--- config.mk ---
export PLATFORM = sky130hd
export DESIGN_NAME = dsg_gate_bank
export DESIGN_NICKNAME = d
export VERILOG_FILES = /design/src/hw/dsg_pkg.sv /design/src/hw/dsg_gate_bank.sv
export SDC_FILE = /design/constraint.sdc
export NUM_CORES = 1
export LEC_CHECK = 0
export BUFFER_PORTS_ARGS = -buffer_cell sky130_fd_sc_hd__buf_2
export CAP_MARGIN = 10
export CELL_PAD_IN_SITES_DETAIL_PLACEMENT = 1
export CELL_PAD_IN_SITES_GLOBAL_PLACEMENT = 1
export CORE_MARGIN = 3
export CORE_UTILIZATION = 30
export CTS_BUF_LIST = sky130_fd_sc_hd__clkbuf_16
export DETAILED_ROUTE_END_ITERATION = 7
export GPL_TIMING_DRIVEN = 0
export PLACE_DENSITY_LB_ADDON = 0.12
export SYNTH_ARGS = -nofsm -noshare
export SYNTH_HDL_FRONTEND = slang
export SYNTH_SLANG_ARGS = --single-unit
--- constraint.sdc ---
create_clock -name sys_clk -period 2.3 [get_ports sys_clk]
set_input_delay 0.46 -clock sys_clk [delete_from_list [all_inputs] [get_ports sys_clk]]
set_output_delay 0.46 -clock sys_clk [all_outputs]
set_load 0.02 [all_outputs]
--- src/hw/dsg_pkg.sv ---
package dsg_pkg;
    // register byte offsets within the system-control block
    localparam logic [11:0] RUN_CLOCK_CONFIG_OFF = 12'h060;
    localparam logic [11:0] RUN_GATE_OFF         = 12'h104;
    localparam logic [11:0] SLEEP_GATE_OFF       = 12'h114;
    localparam logic [11:0] DEEP_SLEEP_GATE_OFF  = 12'h124;
    localparam logic [11:0] IRQ_STATUS_OFF       = 12'h200;
    localparam logic [11:0] IRQ_MASK_OFF         = 12'h204;
    localparam logic [11:0] FAULT_ADDR_OFF       = 12'h208;

    // implemented gate bits, everything else reserved
    localparam logic [31:0] GATE_WR_MASK   = 32'h030F_5033;
    localparam logic [31:0] GATE_RESET     = 32'h0000_0000;
    localparam int          AUTO_GATE_BIT  = 27;
    localparam int          NUM_GATES      = 32;

    // interrupt status layout
    localparam int          IRQ_FAULT_BIT  = 0;
    localparam int          IRQ_MODE_BIT   = 1;
    localparam logic [31:0] IRQ_WR_MASK    = 32'h0000_0003;

    // peripheral window: each unit owns one 4 KiB page, indexed by gate bit
    localparam int          PERIPH_PAGE_LSB = 12;
    localparam int          PERIPH_PAGE_W   = 5;

    typedef enum logic [1:0] {
        DSG_MODE_RUN,
        DSG_MODE_SLEEP,
        DSG_MODE_DEEP
    } dsg_mode_t;
endpackage : dsg_pkg

--- src/hw/dsg_gate_bank.sv ---
// Local design decision: the APB interface to the registers.
`timescale 1ns/10ps

// Functional notes
// - each implemented gate bit at one lets its unit run with a clock, at zero stops and disables it.
// - a bus access to a unit whose clock is currently gated off is answered with a bus fault.
// - reset clears every gate bit so the register reads zero and all units start off.
// - the deep-sleep gate register is a 32-bit word at offset 0x124 of the system-control block.
// - run, sleep and deep-sleep gate registers of one layout apply in their own power mode.
// - sleep and deep-sleep gates apply only while the auto gate select bit is set, else run gates hold.
// - bits 19 to 16 gate general-purpose counters d, c, b and a.
// - bit 14 gates two-wire module b and bit 12 gates two-wire module a.
// - bit 5 gates synchronous serial module b and bit 4 gates module a.
// - bit 1 gates asynchronous serial module b and bit 0 gates module a.
// - reserved bits read zero and ignore writes.
module dsg_gate_bank (
    // clock and reset
    input  wire logic        sys_clk,
    input  wire logic        rst,
    // apb slave, system-control registers
    input  wire logic        psel,
    input  wire logic        penable,
    input  wire logic        pwrite,
    input  wire logic [11:0] paddr,
    input  wire logic [31:0] pwdata,
    input  wire logic [3:0]  pstrb,
    output logic      [31:0] prdata,
    output logic             pready,
    output logic             pslverr,
    // power mode request from the core
    input  wire logic        sleep_req,
    input  wire logic        deep_sleep_req,
    // peripheral bus watch and fault answer
    input  wire logic        periph_sel,
    input  wire logic [dsg_pkg::PERIPH_PAGE_W-1:0] periph_page,
    output logic             periph_fault,
    // per-unit clock enables, bit positions as in the gate registers
    output logic      [31:0] unit_clk_en,
    output logic      [31:0] unit_enable,
    // interrupt
    output logic             irq
);
    localparam int PERIPH_W = dsg_pkg::PERIPH_PAGE_W;

    logic [31:0]       run_gate_q, run_gate_d;
    logic [31:0]       sleep_gate_q, sleep_gate_d;
    logic [31:0]       deep_gate_q, deep_gate_d;
    logic              auto_gate_q, auto_gate_d;
    logic [31:0]       irq_stat_q, irq_stat_d;
    logic [31:0]       irq_mask_q, irq_mask_d;
    logic [31:0]       fault_addr_q, fault_addr_d;
    logic [31:0]       prdata_q, prdata_d;
    logic              pslverr_q, pslverr_d;
    logic [31:0]       gate_q, gate_d;
    logic              fault_q, fault_d;
    dsg_pkg::dsg_mode_t mode_q, mode_d;

    logic              wr_en;
    logic              rd_en;
    logic              addr_hit;
    logic [31:0]       irq_evt;

    // byte-lane merge, restricted to writable bits
    function automatic logic [31:0] merge_wr(input logic [31:0] old_v, input logic [31:0] new_v,
                                             input logic [3:0] strb, input logic [31:0] wmask);
        logic [31:0] lane;
        lane = {{8{strb[3]}}, {8{strb[2]}}, {8{strb[1]}}, {8{strb[0]}}} & wmask;
        merge_wr = (old_v & ~lane) | (new_v & lane);
    endfunction : merge_wr

    // reads are captured in setup so data stands at the ready edge; writes land on the ready edge only
    assign wr_en = psel && penable && pwrite;
    assign rd_en = psel && !penable && !pwrite;

    always_comb begin
        addr_hit = 1'b1;
        prdata_d = 32'h0000_0000;
        unique case (paddr)
            dsg_pkg::RUN_CLOCK_CONFIG_OFF: prdata_d[dsg_pkg::AUTO_GATE_BIT] = auto_gate_q;
            dsg_pkg::RUN_GATE_OFF:         prdata_d = run_gate_q;
            dsg_pkg::SLEEP_GATE_OFF:       prdata_d = sleep_gate_q;
            dsg_pkg::DEEP_SLEEP_GATE_OFF:  prdata_d = deep_gate_q;
            dsg_pkg::IRQ_STATUS_OFF:       prdata_d = irq_stat_q;
            dsg_pkg::IRQ_MASK_OFF:         prdata_d = irq_mask_q;
            dsg_pkg::FAULT_ADDR_OFF:       prdata_d = fault_addr_q;
            default:                       addr_hit = 1'b0;
        endcase
        if (!rd_en) begin
            prdata_d = prdata_q;
        end
        pslverr_d = pslverr_q;
        if (psel && !penable) begin
            pslverr_d = !addr_hit;
        end
    end

    // register writes; reserved bits are masked out and stay zero
    always_comb begin
        run_gate_d   = run_gate_q;
        sleep_gate_d = sleep_gate_q;
        deep_gate_d  = deep_gate_q;
        auto_gate_d  = auto_gate_q;
        irq_mask_d   = irq_mask_q;
        if (wr_en) begin
            unique case (paddr)
                dsg_pkg::RUN_CLOCK_CONFIG_OFF: begin
                    if (pstrb[dsg_pkg::AUTO_GATE_BIT / 8]) begin
                        auto_gate_d = pwdata[dsg_pkg::AUTO_GATE_BIT];
                    end
                end
                dsg_pkg::RUN_GATE_OFF:
                    run_gate_d = merge_wr(run_gate_q, pwdata, pstrb, dsg_pkg::GATE_WR_MASK);
                dsg_pkg::SLEEP_GATE_OFF:
                    sleep_gate_d = merge_wr(sleep_gate_q, pwdata, pstrb, dsg_pkg::GATE_WR_MASK);
                dsg_pkg::DEEP_SLEEP_GATE_OFF:
                    deep_gate_d = merge_wr(deep_gate_q, pwdata, pstrb,
                                           dsg_pkg::GATE_WR_MASK);
                dsg_pkg::IRQ_MASK_OFF:
                    irq_mask_d = merge_wr(irq_mask_q, pwdata, pstrb, dsg_pkg::IRQ_WR_MASK);
                default: ;
            endcase
        end
    end

    // mode selection and the gate set in force
    always_comb begin
        mode_d = dsg_pkg::DSG_MODE_RUN;
        if (auto_gate_q && deep_sleep_req) begin
            mode_d = dsg_pkg::DSG_MODE_DEEP;
        end else if (auto_gate_q && sleep_req) begin
            mode_d = dsg_pkg::DSG_MODE_SLEEP;
        end
        unique case (mode_d)
            dsg_pkg::DSG_MODE_RUN:   gate_d = run_gate_d;
            dsg_pkg::DSG_MODE_SLEEP: gate_d = sleep_gate_d;
            dsg_pkg::DSG_MODE_DEEP:  gate_d = deep_gate_d;
            default:                 gate_d = run_gate_d;
        endcase
    end

    // access to a gated unit faults instead of transferring
    always_comb begin
        fault_d      = periph_sel && !gate_q[periph_page];
        fault_addr_d = fault_addr_q;
        if (fault_d) begin
            fault_addr_d = {27'h000_0000, periph_page};
        end
        irq_evt = 32'h0000_0000;
        irq_evt[dsg_pkg::IRQ_FAULT_BIT] = fault_d;
        irq_evt[dsg_pkg::IRQ_MODE_BIT]  = (mode_d != mode_q);
        // event set wins over a same-cycle write-one clear
        irq_stat_d = irq_stat_q;
        if (wr_en && paddr == dsg_pkg::IRQ_STATUS_OFF) begin
            irq_stat_d = irq_stat_q & ~(pwdata & dsg_pkg::IRQ_WR_MASK);
        end
        irq_stat_d = irq_stat_d | irq_evt;
    end

    always_ff @(posedge sys_clk) begin
        if (rst) begin
            run_gate_q   <= dsg_pkg::GATE_RESET;
            sleep_gate_q <= dsg_pkg::GATE_RESET;
            deep_gate_q  <= dsg_pkg::GATE_RESET;
            gate_q       <= dsg_pkg::GATE_RESET;
            auto_gate_q  <= 1'b0;
            irq_stat_q   <= 32'h0000_0000;
            irq_mask_q   <= 32'h0000_0000;
            fault_addr_q <= 32'h0000_0000;
            prdata_q     <= 32'h0000_0000;
            pslverr_q    <= 1'b0;
            fault_q      <= 1'b0;
            mode_q       <= dsg_pkg::DSG_MODE_RUN;
        end else begin
            run_gate_q   <= run_gate_d;
            sleep_gate_q <= sleep_gate_d;
            deep_gate_q  <= deep_gate_d;
            gate_q       <= gate_d;
            auto_gate_q  <= auto_gate_d;
            irq_stat_q   <= irq_stat_d;
            irq_mask_q   <= irq_mask_d;
            fault_addr_q <= fault_addr_d;
            prdata_q     <= prdata_d;
            pslverr_q    <= pslverr_d;
            fault_q      <= fault_d;
            mode_q       <= mode_d;
        end
    end

    // gated units get neither clock nor enable
    for (genvar g = 0; g < dsg_pkg::NUM_GATES; g++) begin : g_unit
        assign unit_clk_en[g] = gate_q[g];
        assign unit_enable[g] = gate_q[g];
    end

    assign prdata       = prdata_q;
    assign pslverr      = pslverr_q && psel && penable;
    assign pready       = psel && penable;
    assign periph_fault = fault_q;
    assign irq          = |(irq_stat_q & irq_mask_q);
endmodule : dsg_gate_bank

==> Word-level counts from Yosys, hierarchy flattened <==
Cells that the tools add are included.
{ "word_totals": {"ram_bits": 0, "out_inout_bits": 100, "memories": 0, "mem_bits_ro": 0, "elab_cells": 73, "latch_bits": 0, "ff_bits": 234, "input_bits": 61} }
{ "classes": {"div": 0, "n_shift": 0, "n_lt_le_gt_ge": 1, "eq_ne": 10, "n_bitwise": 16, "mux": 16, "mul": 0, "n_addsub": 0, "reduce_logical": 18} }
{ "op_table": {"columns": ["op", "count"], "rows": [
  ["2-to-1 mux 32 bit", 7],
  ["bitwise AND 32 bit", 6],
  ["one-hot mux 27 bit (6 select lines)", 1],
  ["OR 32 bit", 4],
  ["NOT 2 -> 32 bit", 2],
  ["one-hot mux 32 bit (2 select lines)", 1],
  ["== test 12 x 10 -> 1 bit, second input constant", 3],
  ["== test 12 x 9 -> 1 bit, second input constant", 3],
  ["bitwise AND 32 x 2 -> 32 bit", 1],
  ["bitwise AND 32 x 26 -> 32 bit", 1],
  ["NOT 26 -> 32 bit", 1],
  ["OR 32 x 2 -> 32 bit", 1],
  ["OR reduction 32 bit", 1],
  ["one-hot mux 4 bit (5 select lines)", 1],
  ["== test 12 x 7 -> 1 bit, second input constant", 1],
  ["logical AND 1 bit", 10],
  ["OR reduction 7 bit", 1],
  ["< comparator 5 x 6 -> 1 bit, second input constant", 1],
  ["one-hot mux 1 bit (6 select lines)", 1],
  ["binary-select mux 1 bit (select 5 bit)", 1],
  ["zero test 1 bit", 4],
  ["2-to-1 mux 1 bit", 3],
  ["AND reduction 3 bit", 1],
  ["== test 2 x 1 -> 1 bit, second input constant", 1],
  ["4 further kinds", 4]
]} }

==> Longest topological paths before layout <==
{ "depth": {"ltp_word": 6, "mapped_depth": 8, "depth_no_buf": 6} }

==> Least setup slack after synthesis <==
OpenSTA, ideal clock, no wires.
{ "synth_path": {"path_kind": "input -> register", "start": "input port paddr[3]", "end": "register gate_q[12], in the netlist unit_clk_en[12]", "setup_ns": 0.138, "n_path_buf": 2, "setup_slack_ns": 0.309, "t_arrival_ns": 1.853, "path_stages": 7, "t_required_ns": 2.162, "cell_sequence": "buf_6 -> nor4b_4 -> and4_1 -> buf_4 -> and3_2 -> mux2i_1 -> o221ai_1"} }
{ "synth_via": {"elab_chain_len": 4, "elab_cells_between_ends": 10, "cone_classes": "3 x eq/ne; 7 x mux"} }
{ "synth_rtl": {"columns": ["item", "line_no", "rtl"], "rows": [
  ["start, declared", "dsg_gate_bank.sv:24", "input wire logic [11:0] paddr,"],
  ["== test 12 x 9 -> 1 bit", "dsg_gate_bank.sv:105", "unique case (paddr)"],
  ["2-to-1 mux 32 bit", "dsg_gate_bank.sv:105", null],
  ["2-to-1 mux 32 bit", "dsg_gate_bank.sv:104", "if (wr_en) begin"],
  ["one-hot mux 32 bit (2 select lines) (*)", "dsg_gate_bank.sv:133", "unique case (mode_d)"],
  ["end signal, assigned", "dsg_gate_bank.sv:164", "gate_q <= dsg_pkg::GATE_RESET;"],
  ["end signal, assigned", "dsg_gate_bank.sv:177", "gate_q <= gate_d;"],
  ["end, declared", "dsg_gate_bank.sv:54", "logic [31:0] gate_q, gate_d;"]
]} }
Every way passes the cells marked *; elsewhere a longest branch is shown, timed or not.
A chain may end at the register's enable or synchronous reset.

==> Worst setup path in the final report <==
{ "layout_path": {"start": "input port pwrite", "end": "register gate_q[18], in the netlist unit_clk_en[18]"} }
{ "layout_via": {"elab_chain_len": 3, "elab_cells_between_ends": 5, "cone_classes": "4 x mux; 1 x reduce/logical"} }
{ "layout_rtl": {"columns": ["item", "line_no", "rtl"], "rows": [
  ["start, declared", "dsg_gate_bank.sv:23", "input wire logic pwrite,"],
  ["logical AND 1 bit (*)", "dsg_gate_bank.sv:72", "assign wr_en = psel && penable && pwrite;"],
  ["2-to-1 mux 32 bit", "dsg_gate_bank.sv:104", null],
  ["one-hot mux 32 bit (2 select lines) (*)", "dsg_gate_bank.sv:133", null]
]} }
Marked as above.

==> results.json <==
{
  "peakVddDrop_mv": 0.392,
  "outcome": "finished, final reports clean",
  "core_area_um2": 13500,
  "cp.required_ps": 2500,
  "die_x_um": 124,
  "syn_to_final_growth_pct": 28.9,
  "reg2reg_slack_ps": 290,
  "whs_endpoint": "auto_gate_q",
  "htreeDepth": 3,
  "min_from": "pwdata[27]",
  "die_area_um2": 15400,
  "crit_type": "in -> reg",
  "synth_xor_area_frac": 0,
  "fin_ws_ps": 38.0,
  "synth_flop_cell": "dfxtp_1",
  "syn_area_um2": 4180,
  "drt_wl_total_mm": 13.9,
  "grt_pass1_vias": 3827,
  "num_vias": 3738,
  "fin_skew_ps": 4.60,
  "worstSkewPairLatency_ps": 340,
  "place_hpwl_mm": 10.6,
  "grt_start_max_net_pins": 14,
  "initial_utilization": 0.311,
  "globalplace.congestion": 0.815,
  "die_height_um": 124,
  "yosysSeqAreaShare": 0.369,
  "placed_cell_area_um2": 5010,
  "synth-simple-area-share": 0.202,
  "cp-startpoint": "pwrite",
  "switching_share": 0.238,
  "first_pass_iters": 4,
  "cap_violations": 0,
  "clock-root-buffer": "clkbuf_16",
  "yosys_register_bits": 77,
  "cts_made_buffers": 9,
  "drcViolationCount": 0,
  "place_ws_ps": -238,
  "grt_antenna_before_repair": 0,
  "yosys-top-cells-area": "dfxtp_1, buf_4, mux2i_1",
  "setup_violations": 0,
  "dp.cells": 775,
  "p_seq_frac": 0.389,
  "portBuffers": 80,
  "timing.rr.start": "auto_gate_q",
  "row_count": 42,
  "slew_headroom": 0.345,
  "final_nets": 672,
  "crit_path_start_kind": "input port",
  "postSynthAreaPerCell_um2": 9.03,
  "cp_top_family": "simple AND/OR/NAND/NOR gates",
  "overflow": 0,
  "cts_sinks": 77,
  "setup_tns_ps": 0,
  "worstPathCellList": "buf_2 > and3_1 > buf_1 > nand4_1 > mux2i_1 > o21ai_0",
  "cp-end-kind": "flip-flop",
  "ant_nets": 0,
  "synthMuxAreaShare": 0.150,
  "synth_top_area_cell": "dfxtp_1",
  "power.density_nw_per_um2": 644,
  "yosys.area.top_type_share": 0.369,
  "hold_path.class": "in -> reg",
  "reg2reg_depth": 7,
  "cts_tree": "built",
  "max_freq_ghz": 0.442,
  "slew_violations": 0,
  "whs_path_depth": 3,
  "switchingPower_w": 0.000825,
  "fin_crit_sh": 0.983,
  "hold_viol_final": 0,
  "ys_types": 53,
  "n_antenna_cell": 0,
  "power_frac_clock": 0.506,
  "drive_above_1_share": 0.321,
  "synth_edf_count": 0,
  "synth_cells": 463,
  "cp.arrival_ps": 2460,
  "fin_area_um2": 5390,
  "wl_per_cell_um": 17.5,
  "cts_buffer_depth": 2,
  "synth-adder-area-share": 0,
  "whs_ps": 405,
  "grt_util_all_layers": 0.182,
  "path_max_fanout": 10,
  "rsz0062_at_grt": "false",
  "drt_iter0_markers": 154,
  "synth_compound_area_frac": 0.119,
  "r2r_end": "unit_clk_en[0]",
  "cpMaxStageDelayCell": "buf_1",
  "grt_pass1_wl_mm": 21.0,
  "worst_slew_pin_slew_ps": 979,
  "cp.depth": 6,
  "ys_async_sr_fraction": 0,
  "pwr-share-comb": 0.105,
  "layout_min_cycle_time_ps": 2260,
  "critPathBufInv": 2,
  "yosys_warnings": 0,
  "ios": 161,
  "cpPeakStageDelay_ps": 500,
  "fill_cells": 1661,
  "stdcell_count": 792,
  "viasPerCell": 4.72,
  "power.internal_w": 0.00265,
  "clkSlewWorstSetupHoldPaths_ps": 60,
  "p_leak_nw": 2.62,
  "synth_top_family_by_area": "simple AND/OR/NAND/NOR gates"
}
-- Yosys cell counts, drive strengths merged, types with 3 or more instances --
library cell and instances:
buf 77, dfxtp 77, nor2 53, mux2i 48, nand2 36, a21oi 16, o21ai 14, clkbuf 13
mux2 13, a32o 10, nand2b 10, nand4 10, nand3 9, inv 7, nor3 7, o221ai 7
and3 6, nor2b 6, and4 4, nor4b 4, o22a 4, o32ai 3, or2 3
-- cell families after synthesis --
| group | count (synthesis) |
|---|---|
| mux | 61 |
| flops | 77 |
| other cells | 1 |
| buf+inv | 98 |
| compound gates | 69 |
| simple gates | 157 |
-- per-layer routing --
metal	vias to the layer above	wire [um]	track usage
met5	-	0	0
met1	1824	6420	0.236
met3	10	496	0.0218
li1	1814	-	-
met4	0	163	0.0513
met2	90	6780	0.317
-- worst max path at each step --
stage                           end
floorplan           unit_clk_en[12]
global placement    unit_clk_en[12]
detailed placement  unit_clk_en[12]
CTS                 unit_clk_en[12]
global route        unit_clk_en[18]
finish              unit_clk_en[18]
-- cell type report --
class,instances,area [um2],share of cell area
multi-input combinational,344,2190,0.407
sequential,77,1540,0.286
buffer,90,636,0.118
timing repair buffer,81,408,0.0757
clock buffer,9,225,0.0418
tap,176,220,0.0409
clock inverter,7,138,0.0255
inverter,8,30.0,0.00557
-- power groups by stage --
stage | sequential (W) | combinational [W] | clock, W
2_1_floorplan | 0.00138 | 0.000245 | 0
3_3_place_gp | 0.00138 | 0.000351 | 0
3_5_place_dp | 0.00138 | 0.000354 | 0
4_1_cts | 0.00135 | 0.000355 | 0.00178
5_1_grt | 0.00135 | 0.000397 | 0.00183
6_report | 0.00135 | 0.000365 | 0.00176
-- registers in the layout, indices dropped and copies added (netlist names), named ones only --
name / count
unit_clk_en: 12
mode_q: 2
periph_fault: 1
pslverr_q: 1
fault_addr_q: 5
irq_stat_q: 2
deep_gate_q: 12
run_gate_q: 12
auto_gate_q: 1
prdata: 15
sleep_gate_q: 12
-- repair_timing --
item / CTS / global route
gates resized for setup: 0 / 1
endpoints found under the setup margin: 0 / 4
setup buffers: 0 / 1
hold buffers: 0 / 0
-- layout by cell type (no fill, tap or decap), types with 5 or more instances in the layout --
cell type and n:
nor2b_1 6, nand2b_1 10, conb_1 57, dfxtp_1 77, a21oi_1 16, nand2_1 36, mux2_2 13, clkbuf_16 9
nand4_1 5, clkbuf_1 11, nor3_1 7, buf_2 82, and3_1 5, buf_4 71, nand3_1 9, inv_1 8
mux2i_1 48, a32o_1 10, nor2_1 53, o21ai_0 14, o221ai_1 7
-- worst reg2reg max path: stages (launching register included) --
cell and delay, ps:
dfxtp_1 400, nor2b_1 190, nand2_1 260, inv_1 180, clkbuf_1 400, nand2_1 120
mux2_2 270, o221ai_1 90
-- metrics by stage --
step           utilization  power (W)
2_1_floorplan            -    0.00163
3_3_place_gp         0.372    0.00173
3_5_place_dp         0.372    0.00174
4_1_cts              0.399    0.00348
5_1_grt              0.401    0.00358
6_report             0.401    0.00347
No activity file was read; power rests on OpenSTA's default activity.
